## src/common/iea_pkg.sv

```systemverilog
// Constants shared by the interrupt enable and acceptance logic.
// Assumes a byte-wide special-function register port driven by the CPU core.
package iea_pkg;
  localparam int ADDR_W = 8;
  localparam int NSRC = 24;
  localparam logic [ADDR_W-1:0] OFS_ENABLE_EXT = 8'h32;
  localparam logic [ADDR_W-1:0] OFS_ENABLE_LOW = 8'h3a;
  localparam logic [ADDR_W-1:0] OFS_ENABLE_HIGH = 8'h3b;
  localparam logic [ADDR_W-1:0] OFS_LATCH_LOW = 8'h3c;
  localparam logic [ADDR_W-1:0] OFS_LATCH_MID = 8'h3d;
  localparam logic [ADDR_W-1:0] OFS_LATCH_HIGH = 8'h3e;
  localparam int GME_BIT = 0;
  localparam int FIRST_MASKABLE = 4;
  localparam int LAST_MASKABLE = 21;
  localparam int SRC_ATRAP = 2;
  localparam int SRC_WDT = 3;
  localparam int ACCEPT_CYCLES = 8;
  localparam logic [3:0] ACCEPT_LAST = 4'h7;
  localparam logic [NSRC-1:0] ENABLE_RESET = 24'h000000;
  localparam logic [NSRC-1:0] MASKABLE_MASK = 24'h3ffff0;
  localparam logic [NSRC-1:0] LATCH_MASK = 24'h3ffffc;
  localparam logic [15:0] VEC_SWI = 16'hfffc;
  localparam logic [15:0] VEC_TOP = 16'hfffe;
  localparam logic [15:0] VEC_LOWTOP = 16'hffbe;
  localparam int LOW_GROUP_END = 15;
  localparam logic [1:0] PUSH_COUNT = 2'h3;
  typedef enum logic [1:0] {
    IEA_RET_NONE,
    IEA_RET_MASKABLE,
    IEA_RET_NONMASKABLE
  } iea_ret_t;
endpackage

```

## src/logic/iea_prio.sv

```systemverilog
`timescale 1ns/1ns
// Fixed priority pick of one eligible source; lowest source number wins.
// Assumes the eligible vector is already gated by the enable logic.
module iea_prio
  import iea_pkg::*;
#(
  parameter int N = NSRC
) (
  input wire logic [N-1:0] eligible_i, // Eligible requests.
  output logic found_o, // Some source is eligible.
  output logic [4:0] index_o // Number of the chosen source.
);
  if (N < 1 || N > 32) begin : g_bad_n
    $error("iea_prio supports 1 to 32 sources");
  end

  always_comb begin
    found_o = 1'b0;
    index_o = 5'h00;
    for (int i = N - 1; i >= 0; i--) begin
      if (eligible_i[i]) begin
        found_o = 1'b1;
        index_o = 5'(i);
      end
    end
  end
endmodule

```

## src/logic/iea_vector.sv

```systemverilog
`timescale 1ns/1ns
// Maps an accepted source number to its vector table address.
// Assumes the software/undefined group arrives on swi_i and sources from 16 sit low.
module iea_vector
  import iea_pkg::*;
(
  input wire logic [4:0] index_i, // Accepted source number.
  input wire logic swi_i, // Software or undefined-instruction entry.
  output logic [15:0] vector_o // Vector table address.
);
  always_comb begin
    if (swi_i) begin
      vector_o = VEC_SWI;
    end else if (int'(index_i) <= LOW_GROUP_END) begin
      vector_o = VEC_TOP - 16'({11'h000, index_i} << 1);
    end else begin
      vector_o = VEC_LOWTOP - 16'({11'h000, index_i - 5'h10} << 1);
    end
  end
endmodule

```

## src/logic/iea_ctrl.sv

```systemverilog
`timescale 1ns/1ns
// Interrupt enable registers, pending latches and the acceptance sequencer.
// Assumes the CPU core raises instr_done_i in the last cycle of each instruction,
// one clock per machine cycle, and performs the stack pushes and returns itself.

// Function
// - Non-maskable sources bypass the enable register
// - Enable bank at three addresses, read/write
// - Global enable zero blocks every maskable request
// - Eligible needs global and own enable
// - Stack old global enable, then clear
// - Return instructions reload global enable
// - Global enable bit zero; set/clear instructions
// - Reset clears global enable
// - Per-source flags four to twenty-one
// - Reset clears all per-source flags
// - Latch holds until accepted or cleared
// - Acceptance after instruction, eight machine cycles
// - Matching return instruction ends each service
// - Clear, push three, load vector
// - Latency at most thirty-eight cycles
// - Global enable zero overrides priority
// - Only program counter and status saved
// - Requests set latches, writes never do
// - Fixed hardware priority among requests
module iea_ctrl
  import iea_pkg::*;
(
  input wire logic clk_sys_i, // Machine-cycle clock.
  input wire logic reset_i, // Synchronous reset, active high.
  input wire logic [ADDR_W-1:0] sfr_addr_i, // Register address.
  input wire logic sfr_wr_i, // Register write strobe.
  input wire logic sfr_rd_i, // Register read strobe.
  input wire logic [7:0] sfr_wdata_i, // Write data.
  input wire logic [NSRC-1:0] request_i, // One-cycle request pulses.
  input wire logic swi_i, // Software or undefined-instruction event.
  input wire logic instr_done_i, // Last cycle of current instruction.
  input wire logic unmask_all_instr_i, // Enable instruction executed.
  input wire logic mask_all_instr_i, // Disable instruction executed.
  input wire logic [1:0] return_i, // Return instruction kind.
  input wire logic stacked_gme_i, // Enable bit popped from stack.
  input wire logic [15:0] pc_i, // Return address to stack.
  output logic [7:0] sfr_rdata_o, // Read data.
  output logic accept_o, // Acceptance sequence running.
  output logic accept_done_o, // Pulse: service routine may start.
  output logic push_o, // Pulse: push one byte.
  output logic [7:0] push_data_o, // Byte being pushed.
  output logic [1:0] sp_dec_o, // Stack pointer decrement at done.
  output logic [15:0] vector_o, // Vector address to load.
  output logic global_mask_enable_o, // Current global enable.
  output logic [NSRC-1:0] pending_latch_o // Current pending latches.
);
  typedef enum logic [1:0] {
    IEA_IDLE,
    IEA_ACCEPT
  } iea_state_t;

  iea_state_t state, next_state;
  logic global_mask_enable, next_global_mask_enable;
  logic [NSRC-1:0] source_enable_flag, next_source_enable_flag;
  logic [NSRC-1:0] pending_latch, next_pending_latch;
  logic swi_pend, next_swi_pend;
  logic [3:0] cnt, next_cnt;
  logic [4:0] sel, next_sel;
  logic sel_swi, next_sel_swi;
  logic saved_gme, next_saved_gme;
  logic [7:0] next_rdata;
  logic next_accept_done, next_push;
  logic [7:0] next_push_data;
  logic [1:0] next_sp_dec;
  logic [15:0] next_vector;
  logic [NSRC-1:0] eligible;
  logic found;
  logic [4:0] pick;
  logic [15:0] vec;
  logic [15:0] ret_pc;
  logic [15:0] next_ret_pc;

  function automatic logic [NSRC-1:0] place_byte(input logic [NSRC-1:0] cur,
                                                 input int lane,
                                                 input logic [7:0] d);
    logic [NSRC-1:0] r;
    r = cur;
    r[lane*8 +: 8] = d;
    return r;
  endfunction

  always_comb begin
    eligible = pending_latch & source_enable_flag & MASKABLE_MASK;
    if (!global_mask_enable) begin
      eligible = '0;
    end
    eligible[SRC_ATRAP] = pending_latch[SRC_ATRAP];
    eligible[SRC_WDT] = pending_latch[SRC_WDT];
  end

  iea_prio #(
    .N(NSRC)
  ) u_prio (
    .eligible_i(eligible),
    .found_o(found),
    .index_o(pick)
  );

  iea_vector u_vector (
    .index_i(sel),
    .swi_i(sel_swi),
    .vector_o(vec)
  );

  always_comb begin
    next_state = state;
    next_global_mask_enable = global_mask_enable;
    next_source_enable_flag = source_enable_flag;
    next_pending_latch = pending_latch;
    next_swi_pend = swi_pend | swi_i;
    next_cnt = cnt;
    next_sel = sel;
    next_sel_swi = sel_swi;
    next_saved_gme = saved_gme;
    next_ret_pc = ret_pc;
    next_accept_done = 1'b0;
    next_push = 1'b0;
    next_push_data = 8'h00;
    next_sp_dec = 2'h0;
    next_vector = vector_o;
    next_rdata = 8'h00;
    if (sfr_rd_i) begin
      case (sfr_addr_i)
        OFS_ENABLE_LOW: next_rdata = {source_enable_flag[7:1], global_mask_enable};
        OFS_ENABLE_HIGH: next_rdata = source_enable_flag[15:8];
        OFS_ENABLE_EXT: next_rdata = source_enable_flag[23:16];
        OFS_LATCH_LOW: next_rdata = pending_latch[7:0];
        OFS_LATCH_MID: next_rdata = pending_latch[15:8];
        OFS_LATCH_HIGH: next_rdata = pending_latch[23:16];
        default: next_rdata = 8'h00;
      endcase
    end
    if (sfr_wr_i) begin
      case (sfr_addr_i)
        OFS_ENABLE_LOW: begin
          next_source_enable_flag = place_byte(source_enable_flag, 0, sfr_wdata_i);
          next_global_mask_enable = sfr_wdata_i[GME_BIT];
        end
        OFS_ENABLE_HIGH: next_source_enable_flag = place_byte(source_enable_flag, 1, sfr_wdata_i);
        OFS_ENABLE_EXT: next_source_enable_flag = place_byte(source_enable_flag, 2, sfr_wdata_i);
        OFS_LATCH_LOW: next_pending_latch = place_byte(pending_latch, 0,
                                            pending_latch[7:0] & sfr_wdata_i);
        OFS_LATCH_MID: next_pending_latch = place_byte(pending_latch, 1,
                                            pending_latch[15:8] & sfr_wdata_i);
        OFS_LATCH_HIGH: next_pending_latch = place_byte(pending_latch, 2,
                                             pending_latch[23:16] & sfr_wdata_i);
        default: begin
        end
      endcase
    end
    next_source_enable_flag = next_source_enable_flag & MASKABLE_MASK;
    if (unmask_all_instr_i) begin
      next_global_mask_enable = 1'b1;
    end
    if (mask_all_instr_i) begin
      next_global_mask_enable = 1'b0;
    end
    if (return_i == IEA_RET_MASKABLE || return_i == IEA_RET_NONMASKABLE) begin
      next_global_mask_enable = stacked_gme_i;
    end
    case (state)
      IEA_IDLE: begin
        if (instr_done_i && (swi_pend || found)) begin
          next_state = IEA_ACCEPT;
          next_cnt = 4'h0;
          next_sel_swi = swi_pend;
          next_sel = swi_pend ? 5'h00 : pick;
          next_saved_gme = global_mask_enable;
          next_global_mask_enable = 1'b0;
          next_ret_pc = pc_i;
          if (swi_pend) begin
            next_swi_pend = swi_i;
          end else begin
            next_pending_latch[pick] = 1'b0;
          end
        end
      end
      IEA_ACCEPT: begin
        next_cnt = cnt + 4'h1;
        case (cnt)
          4'h1: begin
            next_push = 1'b1;
            next_push_data = {7'h00, saved_gme};
          end
          4'h2: begin
            next_push = 1'b1;
            next_push_data = ret_pc[15:8];
          end
          4'h3: begin
            next_push = 1'b1;
            next_push_data = ret_pc[7:0];
          end
          4'h4: next_vector = vec;
          default: begin
          end
        endcase
        next_accept_done = (next_cnt == ACCEPT_LAST);
        next_sp_dec = next_accept_done ? PUSH_COUNT : 2'h0;
        if (cnt == ACCEPT_LAST) begin
          next_state = IEA_IDLE;
        end
      end
      default: next_state = IEA_IDLE;
    endcase
    next_pending_latch = (next_pending_latch | request_i) & LATCH_MASK;
  end

  always_ff @(posedge clk_sys_i) begin
    if (reset_i) begin
      state <= IEA_IDLE;
      global_mask_enable <= 1'b0;
      source_enable_flag <= ENABLE_RESET;
      pending_latch <= '0;
      swi_pend <= 1'b0;
      cnt <= 4'h0;
      sel <= 5'h00;
      sel_swi <= 1'b0;
      saved_gme <= 1'b0;
      ret_pc <= 16'h0000;
      sfr_rdata_o <= 8'h00;
      accept_o <= 1'b0;
      accept_done_o <= 1'b0;
      push_o <= 1'b0;
      push_data_o <= 8'h00;
      sp_dec_o <= 2'h0;
      vector_o <= 16'h0000;
      global_mask_enable_o <= 1'b0;
      pending_latch_o <= '0;
    end else begin
      state <= next_state;
      global_mask_enable <= next_global_mask_enable;
      source_enable_flag <= next_source_enable_flag;
      pending_latch <= next_pending_latch;
      swi_pend <= next_swi_pend;
      cnt <= next_cnt;
      sel <= next_sel;
      sel_swi <= next_sel_swi;
      saved_gme <= next_saved_gme;
      ret_pc <= next_ret_pc;
      sfr_rdata_o <= next_rdata;
      accept_o <= (next_state == IEA_ACCEPT);
      accept_done_o <= next_accept_done;
      push_o <= next_push;
      push_data_o <= next_push_data;
      sp_dec_o <= next_sp_dec;
      vector_o <= next_vector;
      global_mask_enable_o <= next_global_mask_enable;
      pending_latch_o <= next_pending_latch;
    end
  end
endmodule

```

## config.mk

```make
export PLATFORM = sky130hd
export DESIGN_NAME = iea_ctrl
export DESIGN_NICKNAME = d
export VERILOG_FILES = /design/src/common/iea_pkg.sv /design/src/logic/iea_prio.sv /design/src/logic/iea_vector.sv /design/src/logic/iea_ctrl.sv
export SDC_FILE = /design/constraint.sdc
export NUM_CORES = 1
export LEC_CHECK = 0
export BUFFER_PORTS_ARGS = -buffer_cell sky130_fd_sc_hd__buf_2
export CAP_MARGIN = 20
export CORE_MARGIN = 4
export CORE_UTILIZATION = 53
export CTS_CLUSTER_DIAMETER = 100
export DETAILED_ROUTE_END_ITERATION = 12
export HOLD_SLACK_MARGIN = 0.06
export MAX_ROUTING_LAYER = met4
export PLACE_DENSITY = 0.8
export SETUP_SLACK_MARGIN = 0.3
export SYNTH_ARGS = -nofsm -noshare
export SYNTH_HDL_FRONTEND = slang
export SYNTH_HIERARCHICAL = 1
export SYNTH_SLANG_ARGS = --single-unit
```

## constraint.sdc

```tcl
create_clock -name clk_sys_i -period 3.6 [get_ports clk_sys_i]
set_clock_uncertainty 0.2 [all_clocks]
set_input_delay 0.72 -clock clk_sys_i [delete_from_list [all_inputs] [get_ports clk_sys_i]]
set_output_delay 0.72 -clock clk_sys_i [all_outputs]
set_load 0.03 [all_outputs]
```

# Word-level counts from Yosys, hierarchy flattened
# Cells that the tools add are included.
dict set report op_classes {
  add_sub_neg 4
  magnitude_cmp 3
  eq_ne 17
  n_mux 79
  bitwise 13
  n_reduce_logical 15
}
# cell count
set ops {}
lappend ops {{case mux 22 bit (3 select lines)} 2}
lappend ops {{2-to-1 mux 5 bit} 25}
lappend ops {{2-to-1 mux 22 bit} 5}
lappend ops {{equality test 8 x 6 -> 1 bit (second input constant)} 6}
lappend ops {{case mux 8 bit (6 select lines)} 1}
lappend ops {{bitwise AND 22 bit} 2}
lappend ops {{2-to-1 mux 1 bit} 36}
lappend ops {{2-to-1 mux 16 bit} 2}
lappend ops {{case mux 8 bit (3 select lines)} 1}
lappend ops {{inverter 22 bit} 1}
lappend ops {{OR 22 bit} 1}
lappend ops {{bitwise AND 8 bit} 2}
lappend ops {{equality test 4 x 3 -> 1 bit (second input constant)} 3}
lappend ops {{AND reduction 4 bit} 3}
lappend ops {{subtractor 8 x 7 -> 9 bit (first input constant)} 1}
lappend ops {{equality test 4 x 2 -> 1 bit (second input constant)} 2}
lappend ops {{case mux 4 bit (2 select lines)} 1}
lappend ops {{subtractor 2 x 7 -> 8 bit (first input constant)} 1}
lappend ops {{bitwise AND 6 bit} 1}
lappend ops {{equality test 2 x 1 -> 1 bit (second input constant)} 3}
lappend ops {{less-than comparator 5 x 6 -> 1 bit (second input constant)} 1}
lappend ops {{2-to-1 mux 2 bit} 3}
lappend ops {{AND reduction 2 bit} 3}
lappend ops {{demux 1 bit (select 5 bit)} 1}
lappend ops {{other kinds (17)} 24}
dict set report totals {
  register_bits 106
  inputBits 67
  output_inout_bits 62
  elab_cells 150
}

# Longest topological paths before layout
# Gate-level depths: netlist of the first run.
dict set report depth {
  depth_word 34
  mapped_depth 11
}

# By module
# Netlist of the first run, hierarchy kept.
# module instances cells_per_inst area_per_inst_um2
set modules_own_cells {}
lappend modules_own_cells {iea_ctrl 1 535 4529.3}
lappend modules_own_cells {iea_prio 1 47 291.5}
lappend modules_own_cells {iea_vector 1 18 118.9}

# Worst setup path after synthesis of the first run
# Ideal clock, no wire load.
dict set report synth_path {
  kind {register to register}
  startpoint {register global_mask_enable}
  endpoint {register ret_pc[0]}
  setup_ns 0.070
  arrival_time_ns 2.740
  t_required_ns 3.330
  setup_slack_ns 0.589
  stages_incl_launch_ff 11
  path_cell_list {dfxtp_1 > clkbuf_1 > clkbuf_1 > and3_1 > or4_4 > nor4b_2 > nand2_1 > o21ai_1 > clkbuf_1 > nand2_1 > a21oi_1}
}
# item line_no
set synth_lines {}
lappend synth_lines {{from (decl)} iea_ctrl.sv:59} ;# logic global_mask_enable, next_global_mask_enable;
lappend synth_lines {{from (signal assigned)} iea_ctrl.sv:237} ;# global_mask_enable <= next_global_mask_enable;
lappend synth_lines {{2-to-1 mux 22 bit} iea_ctrl.sv:90} ;# if (!global_mask_enable) begin
lappend synth_lines {{net eligible[16]} iea_ctrl.sv:72} ;# logic [NSRC-1:0] eligible;
lappend synth_lines {{2-to-1 mux 1 bit (17 in a row)} iea_prio.sv:21} ;# if (eligible_i[i]) begin
lappend synth_lines {{net found} iea_ctrl.sv:73} ;# logic found;
lappend synth_lines {{logical OR 1 bit} iea_ctrl.sv:169} ;# if (instr_done_i && (swi_pend || found)) begin
lappend synth_lines {{logical AND 1 bit} iea_ctrl.sv:169}
lappend synth_lines {{AND reduction 2 bit (no source line)} --}
lappend synth_lines {{to (signal assigned)} iea_ctrl.sv:245} ;# ret_pc <= next_ret_pc;
lappend synth_lines {{to (decl)} iea_ctrl.sv:76} ;# logic [15:0] ret_pc;
# The timed path passes the listed nets, and every way through them passes these cells.
# A chain may end at the register's enable or synchronous reset.

# Worst setup path in the final report of the first run
dict set report layout_path {
  startpoint {register global_mask_enable}
  endpoint {register pending_latch[19]}
}
# item line_no
set layout_lines {}
lappend layout_lines {{2-to-1 mux 22 bit} iea_ctrl.sv:90}
lappend layout_lines {{net eligible[16]} iea_ctrl.sv:72}
lappend layout_lines {{2-to-1 mux 1 bit (17 in a row)} iea_prio.sv:21}
lappend layout_lines {{net found} iea_ctrl.sv:73}
lappend layout_lines {{logical OR 1 bit} iea_ctrl.sv:169}
lappend layout_lines {{logical AND 1 bit} iea_ctrl.sv:169}
lappend layout_lines {{2-to-1 mux 22 bit} iea_ctrl.sv:169}
lappend layout_lines {{2-to-1 mux 22 bit} iea_ctrl.sv:167} ;# case (state)
lappend layout_lines {{OR 22 bit} iea_ctrl.sv:211} ;# next_pending_latch = (next_pending_latch | request_i) & LATCH_MASK;
lappend layout_lines {{to (signal assigned)} iea_ctrl.sv:239} ;# pending_latch <= next_pending_latch;
lappend layout_lines {{to (decl)} iea_ctrl.sv:61} ;# logic [NSRC-1:0] pending_latch, next_pending_latch;
# The timed path passes the listed nets, and every way through them passes these cells.

==> results of run 1 <==
cells in the final DEF, fill, tap and decap left out, types with 3 or more instances in the layout:
master	n
conb_1	29
a32oi_1	4
nor4_1	7
o21ai_1	3
dfxtp_1	103
nor3_1	10
nand2_1	87
nand3b_1	8
a221oi_1	13
nand2b_1	7
a222oi_1	3
and2_1	3
mux2i_1	25
a21oi_1	58
nand3_1	9
o221ai_1	8
ha_1	5
and3_1	19
inv_1	27
buf_2	121
or3_1	3
o21bai_1	3
o21ai_0	14
nor2_1	64
a22o_1	5
nor2b_1	10
buf_4	5
clkbuf_8	9
a22oi_1	9
through the flow:
step | area (sq um) | util [%] | instances | setup slack (ns)
2_1_floorplan | 5040 | - | 626 | 0.589
3_3_place_gp | 5530 | 62.2 | 809 | 0.595
3_5_place_dp | 5530 | 62.2 | 809 | 0.527
4_1_cts | 5710 | 64.2 | 824 | 0.501
5_1_grt | 5720 | 64.3 | 825 | 0.383
6_report | 5720 | 64.3 | 825 | 0.591
power by group through the flow:
stage	combinational (mW)	clock [mW]	sequential, mW
floorplan	0.145	0	1.26
global placement	0.237	0	1.24
detailed placement	0.245	0	1.24
CTS	0.246	0.686	1.21
global route	0.274	0.732	1.22
finish	0.248	0.677	1.22
final timing paths:
path	startpoint	to	slack (ns)	depth (start not counted)
worst max-delay path	global_mask_enable	pending_latch[19]	0.59	8
worst min-delay path	vector_o[8]	vector_o[8]	0.26	2
worst max register to register	global_mask_enable	pending_latch[19]	0.59	8
worst min register to register	vector_o[8]	vector_o[8]	0.26	2
final cells by class:
| class | instances | share of cell area [%] |
|---|---|---|
| Multi-Input combinational cell | 445 | 45.0 |
| Tap cell | 108 | 2.36 |
| Clock buffer | 9 | 2.17 |
| Inverter | 27 | 1.77 |
| Clock inverter | 6 | 0.963 |
| Sequential cell | 104 | 36.4 |
| Timing Repair Buffer | 126 | 11.2 |
kinds of logic after synthesis:
family	share of synthesized area, %
XOR/XNOR	0.532
multiplexers	5.29
AO/OA/AOI/OAI	18.3
buffers and inverters	7.70
other	0.228
adder cells (fa/ha/maj)	1.27
flip-flops	42.1
AND/OR/NAND/NOR	24.5
worst max-delay path: stages, from the launching register on:
cell      delay, ns
dfxtp_2        0.44
and3_1         0.26
or4_4          0.56
nor4b_2        0.34
nand2_1        0.15
nor2b_1        0.19
nand4_1        0.27
o21ai_0        0.18
a221oi_1       0.32
flip-flops by register name, indices dropped and copies added (netlist names):
name,cells
accept_o,1
cnt,4
global_mask_enable,1
pending_latch,20
push_data_o,8
push_o,1
ret_pc,16
saved_gme,1
sel,5
sel_swi,1
sfr_rdata_o,8
source_enable_flag,18
sp_dec_o,1
state,2
swi_pend,1
vector_o,16
layer usage:
layer,up-vias,wire length [um]
met5,-,0
met4,0,98
met3,17,1250
met2,222,6260
met1,2198,5800
li1,2283,-
==> results.sh, run 1 <==
export IMPL_status="completed"
export IMPL_die_w_um=105
export IMPL_synth_top_cell_by_area="dfxtp_1"
export IMPL_power_mw=2.14
export IMPL_holdWs_ns=0.257
export IMPL_use_met1_pct=32.4
export IMPL_tightest_slew_ns=0.932
export IMPL_grt_setup_unrepaired="no"
export IMPL_arrival_ns=3.07
export IMPL_post_cts_repair_setup_buffers=0
export IMPL_max_slew_margin_pct=37.8
export IMPL_min_period_ns=3.01
export IMPL_synth_area_leaders="dfxtp_1, nand2_1, a21oi_1, mux2i_1, nor2_1"
export IMPL_setup_viol=0
export IMPL_die_height_um=105
export IMPL_drt_iter0_drc=374
export IMPL_maxSlewViolCount=0
export IMPL_synth_edff_count=0
export IMPL_yosys_top_cells_count="dfxtp_1, nand2_1, nor2_1, a21oi_1, inv_1"
export IMPL_yosys_warnings=6
export IMPL_overflow=0
export IMPL_dr_total_vias=4720
export IMPL_ioPinCount=129
export IMPL_start_util_pct=55.6
export IMPL_use_met2_pct=39.7
export IMPL_first_pass_iters=8
export IMPL_clockBufferDepth=2
export IMPL_synth_cells=600
export IMPL_power_switching_mw=0.612
export IMPL_first_global_vias=4601
export IMPL_cap_violations=0
export IMPL_grt_antenna_before_repair=0
export IMPL_fin_nets=785
export IMPL_fmax_ghz=0.332
export IMPL_hpwl_um=10000
export IMPL_ys_ff_latch=104
export IMPL_synth_cell_types=60
export IMPL_sw_frac_of_total_pct=28.6
export IMPL_drive_above_1_share_pct=21.3
export IMPL_crit_fanout=22
export IMPL_crit_required_ns=3.66
export IMPL_grt_total_usage_pct=25.0
export IMPL_wire_per_inst_um=16.3
export IMPL_clkSlewWorstSetupHoldPaths_ns=0.10
export IMPL_core_sq_um=8890
export IMPL_dieArea_sq_um=10900
export IMPL_grt_max_degree=39
export IMPL_cts_hold_buf=0
export IMPL_top_usage_layer="met2"
export IMPL_end_kind="register"
export IMPL_p_seq_share_pct=56.8
export IMPL_power_share_combinational_pct=11.6
export IMPL_synth_top_area_share_pct=42.1
export IMPL_root_buffer="clkbuf_8"
export IMPL_grt_pass1_wl_um=22100
export IMPL_use_met3_pct=6.17
export IMPL_n_fill_cell=772
export IMPL_peakVddDrop_mv=0.240
export IMPL_regArea_sq_um=2080
export IMPL_synth_most_common_cell="dfxtp_1"
export IMPL_gp_congestion=0.918
export IMPL_power_density_nw_per_um2=375
export IMPL_port_buffers=120
export IMPL_rows=34
export IMPL_critPathKind="reg -> reg"
export IMPL_leakage_nw=2.56
export IMPL_finalHoldViolations=0
export IMPL_syn_area_sq_um=4940
export IMPL_htree_levels=3
export IMPL_vias_per_cell=5.72
export IMPL_area_growth_pct=15.7
export IMPL_finalCritPeriodShare_pct=83.6
export IMPL_cts_sinks=104
export IMPL_ys_seq_area_share_pct=42.1
export IMPL_cts_tree="built"
export IMPL_n_antenna_cell=0
export IMPL_cts_buffers=9
export IMPL_synthFlopType="dfxtp_1"
export IMPL_syn_avg_cell_area_sq_um=8.23
export IMPL_p_int_mw=1.53
export IMPL_insertion_delay_ns=0.37
export IMPL_fin_setup_tns_ns=0
export IMPL_clkPwrFrac_pct=31.6
export IMPL_cts_resized_gates=0
export IMPL_async_reset_ff_share_pct=0
export IMPL_drt_wl_total_um=13400
export IMPL_worstSetupStartpointType="register"
export IMPL_multiInputGateArea_sq_um=2570
export IMPL_min_path_type="reg -> reg"
export IMPL_ant_nets=0
export IMPL_remaining_drc_errors=0
Power figures use the tool's default switching activity.
==> run 2: changes to the inputs <==
- ABC_AREA: default -> 1
- CORE_UTILIZATION: 53 -> 54
- PLACE_DENSITY: 0.8 -> 0.81
- clock period: 3.6 -> 3.2 ns (I/O delays scaled with it)
==> run 2 against run 1 <==
Clock-buffer cell count stayed put. Utilization increased by 5.6 points. Worst setup slack worse by 0.49 ns. Power grew 22%. Global-route usage is 2.5 points higher. Die area grew 0.98%. Critical path depth is 22 higher. Register-to-register slack got worse by 0.49 ns. Critical path type unchanged. Largest cell class unchanged.
==> results.sh, run 2 <==
export IMPL_area_growth_pct=26.4
export IMPL_largest_register="pending_latch"
export IMPL_rr_worst_depth=30
export IMPL_synth_top_family_by_area="simple AND/OR/NAND/NOR gates"
export IMPL_layout_commonest_cell="inv_1"
export IMPL_htree_levels=3
export IMPL_cap_violations=0
export IMPL_synth_adder_area_share_pct=1.23
export IMPL_power_mw=2.62
export IMPL_synth_cell_types=44
export IMPL_end_kind="register"
export IMPL_synthMuxAreaShare_pct=0
export IMPL_ys_ff_latch=104
export IMPL_synthXorXnorAreaFrac_pct=0.517
export IMPL_yosys_area_share_simple_pct=22.9
export IMPL_first_pass_iters=5
export IMPL_drt_iter0_drc=391
export IMPL_die_w_um=105
export IMPL_slowest_delay_ns=0.38
export IMPL_grt_total_usage_pct=27.5
export IMPL_regArea_sq_um=2090
export IMPL_die_height_um=105
export IMPL_min_period_ns=3.10
export IMPL_gp_congestion=0.981
export IMPL_peakVddDrop_mv=0.271
export IMPL_dieArea_sq_um=11000
export IMPL_max_slew_margin_pct=61.0
export IMPL_critPathKind="reg -> reg"
export IMPL_pre_cts_ws_ns=0.0762
export IMPL_layout_common_cells="inv_1, buf_2, dfxtp_1, nor2_1, nand2_1"
export IMPL_vias_per_cell=5.23
export IMPL_synth_edff_count=0
export IMPL_n_antenna_cell=0
export IMPL_synth_most_common_cell="inv_1"
export IMPL_tightest_slew_ns=0.585
export IMPL_crit_fanout=6
export IMPL_drt_wl_total_um=15100
export IMPL_crit_required_ns=3.26
export IMPL_postLayoutCoreUtil_pct=69.9
export IMPL_grt_pass1_wl_um=23800
export IMPL_fin_nets=954
export IMPL_status="completed"
export IMPL_synthFlopType="dfxtp_1"
export IMPL_hpwl_um=11600
export IMPL_grt_setup_unrepaired="yes"
export IMPL_drive_above_1_share_pct=27.7
export IMPL_power_density_nw_per_um2=408
export IMPL_n_fill_cell=794
export IMPL_fmax_ghz=0.322
export IMPL_root_buffer="clkbuf_8"
export IMPL_leakage_nw=2.90
export IMPL_finalCritPeriodShare_pct=97.0
export IMPL_yosys_warnings=6
export IMPL_ioPinCount=129
export IMPL_overflow=0
export IMPL_slowest_stage="dfxtp_4"
export IMPL_port_buffers=120
export IMPL_syn_area_sq_um=5090
export IMPL_clkSlewWorstSetupHoldPaths_ns=0.11
export IMPL_grt_antenna_before_repair=0
export IMPL_synth_area_leaders="dfxtp_1, inv_1, a21oi_1, nor2_1, o21ai_0"
export IMPL_setup_viol=0
export IMPL_syn_avg_cell_area_sq_um=6.97
export IMPL_synth_cells=730
export IMPL_cts_buffers=9
export IMPL_cts_sinks=104
export IMPL_dr_total_vias=5215
export IMPL_synth_top_area_share_pct=40.9
export IMPL_finalHoldViolations=0
export IMPL_maxSlewViolCount=0
export IMPL_cts_hold_buf=0
export IMPL_insertion_delay_ns=0.37
export IMPL_min_path_type="reg -> reg"
export IMPL_core_sq_um=9200
export IMPL_multiInputGateArea_sq_um=2540
export IMPL_largest_reg_flops=20
export IMPL_crit_path_frequent_cell="nand2_1"
export IMPL_async_reset_ff_share_pct=0
export IMPL_synth_compound_area_share_pct=19.0
export IMPL_arrival_ns=3.16
export IMPL_grt_max_degree=31
export IMPL_wire_per_inst_um=15.1
export IMPL_first_global_vias=4857
export IMPL_clockBufferDepth=2
export IMPL_synth_top_cell_by_area="dfxtp_1"
export IMPL_ant_nets=0
export IMPL_ys_seq_area_share_pct=40.9
export IMPL_worstSetupStartpointType="register"
export IMPL_holdPathStages=2
export IMPL_start_util_pct=55.3
export IMPL_top_regs="pending_latch (20), source_enable_flag (18)"
export IMPL_yosys_top_cells_count="inv_1, dfxtp_1, nor2_1, nand2_1, a21oi_1"
export IMPL_rows=35
export IMPL_holdWs_ns=0.259
export IMPL_remaining_drc_errors=0
export IMPL_cts_tree="built"
export IMPL_setup_slack_ns=0.0971
run 2: changes by cell type after synthesis, moves of 9 or more:
cell      delta
inv_1      +104
o21ai_0     +58
nor2_1      +34
mux2i_1     -25
and3_1      -19
a21oi_1     +18
nand3_1     +16
o22ai_1     +14
a221oi_1    -13
nor3_1      +12
clkbuf_1    -10
nor2b_1     -10
a22oi_1      -9
run 2: layout make-up:
type	instances	area share, %
clock inverters	7	1.36
inverters	134	7.96
repair buffers	160	14.6
well taps	111	2.16
clock buffers	9	1.93
multi-input cells	473	39.5
flip-flops and latches	104	32.5
run 2: final timing paths:
path                                         start                to  slack [ns]
worst max-delay path            global_mask_enable  pending_latch[3]         0.1
worst min-delay path                     ret_pc[9]         ret_pc[9]        0.26
worst min register to register           ret_pc[9]         ret_pc[9]        0.26
worst max register to register  global_mask_enable  pending_latch[3]         0.1
run 2: per-layer routing:
layer  GRT usage, %  vias up  wire [um]
li1               -     2589          -
met1           36.4     2360       6670
met4           8.53        0        407
met2           43.6      224       6980
met5              -        -          0
met3           4.08       42       1020
run 2: cells by family after synthesis:
family | Yosys count
xor+xnor | 3
simple gates | 258
compound gates | 181
flops | 104
other cells | 3
fa+ha+maj | 5
buf+inv | 176
run 2: stage by stage:
stage / cell area (sq um) / setup TNS (ns) / instances
after floorplan: 5190 / 0 / 753
after global placement: 5860 / 0 / 969
after detailed placement: 5860 / 0 / 969
after CTS: 6250 / 0 / 991
after global routing: 6430 / -2.20 / 998
final: 6430 / 0 / 998
run 2: where the power goes:
group	switching (mW)	total, mW	leakage, nW	internal [mW]
logic	0.251	0.389	1.94	0.138
registers	0.0279	1.36	0.850	1.33
clock network	0.489	0.869	0.108	0.380
total	0.769	2.62	2.90	1.85
run 2: timing repair:
item                                    CTS  global route
resized for setup                        32            51
pin swaps                                20            12
hold endpoints to repair                  0             0
buffers inserted                          6             7
endpoints found under the setup margin   20            49
run 2: worst max-delay path, delay by kind of cell (launching register included):
kind / cells / cell delay (ns)
and+or+nand+nor: 22 / 1.36
buffers and inverters: 6 / 0.84
DFF: 1 / 0.38
AOI/OAI and AO/OA: 2 / 0.21
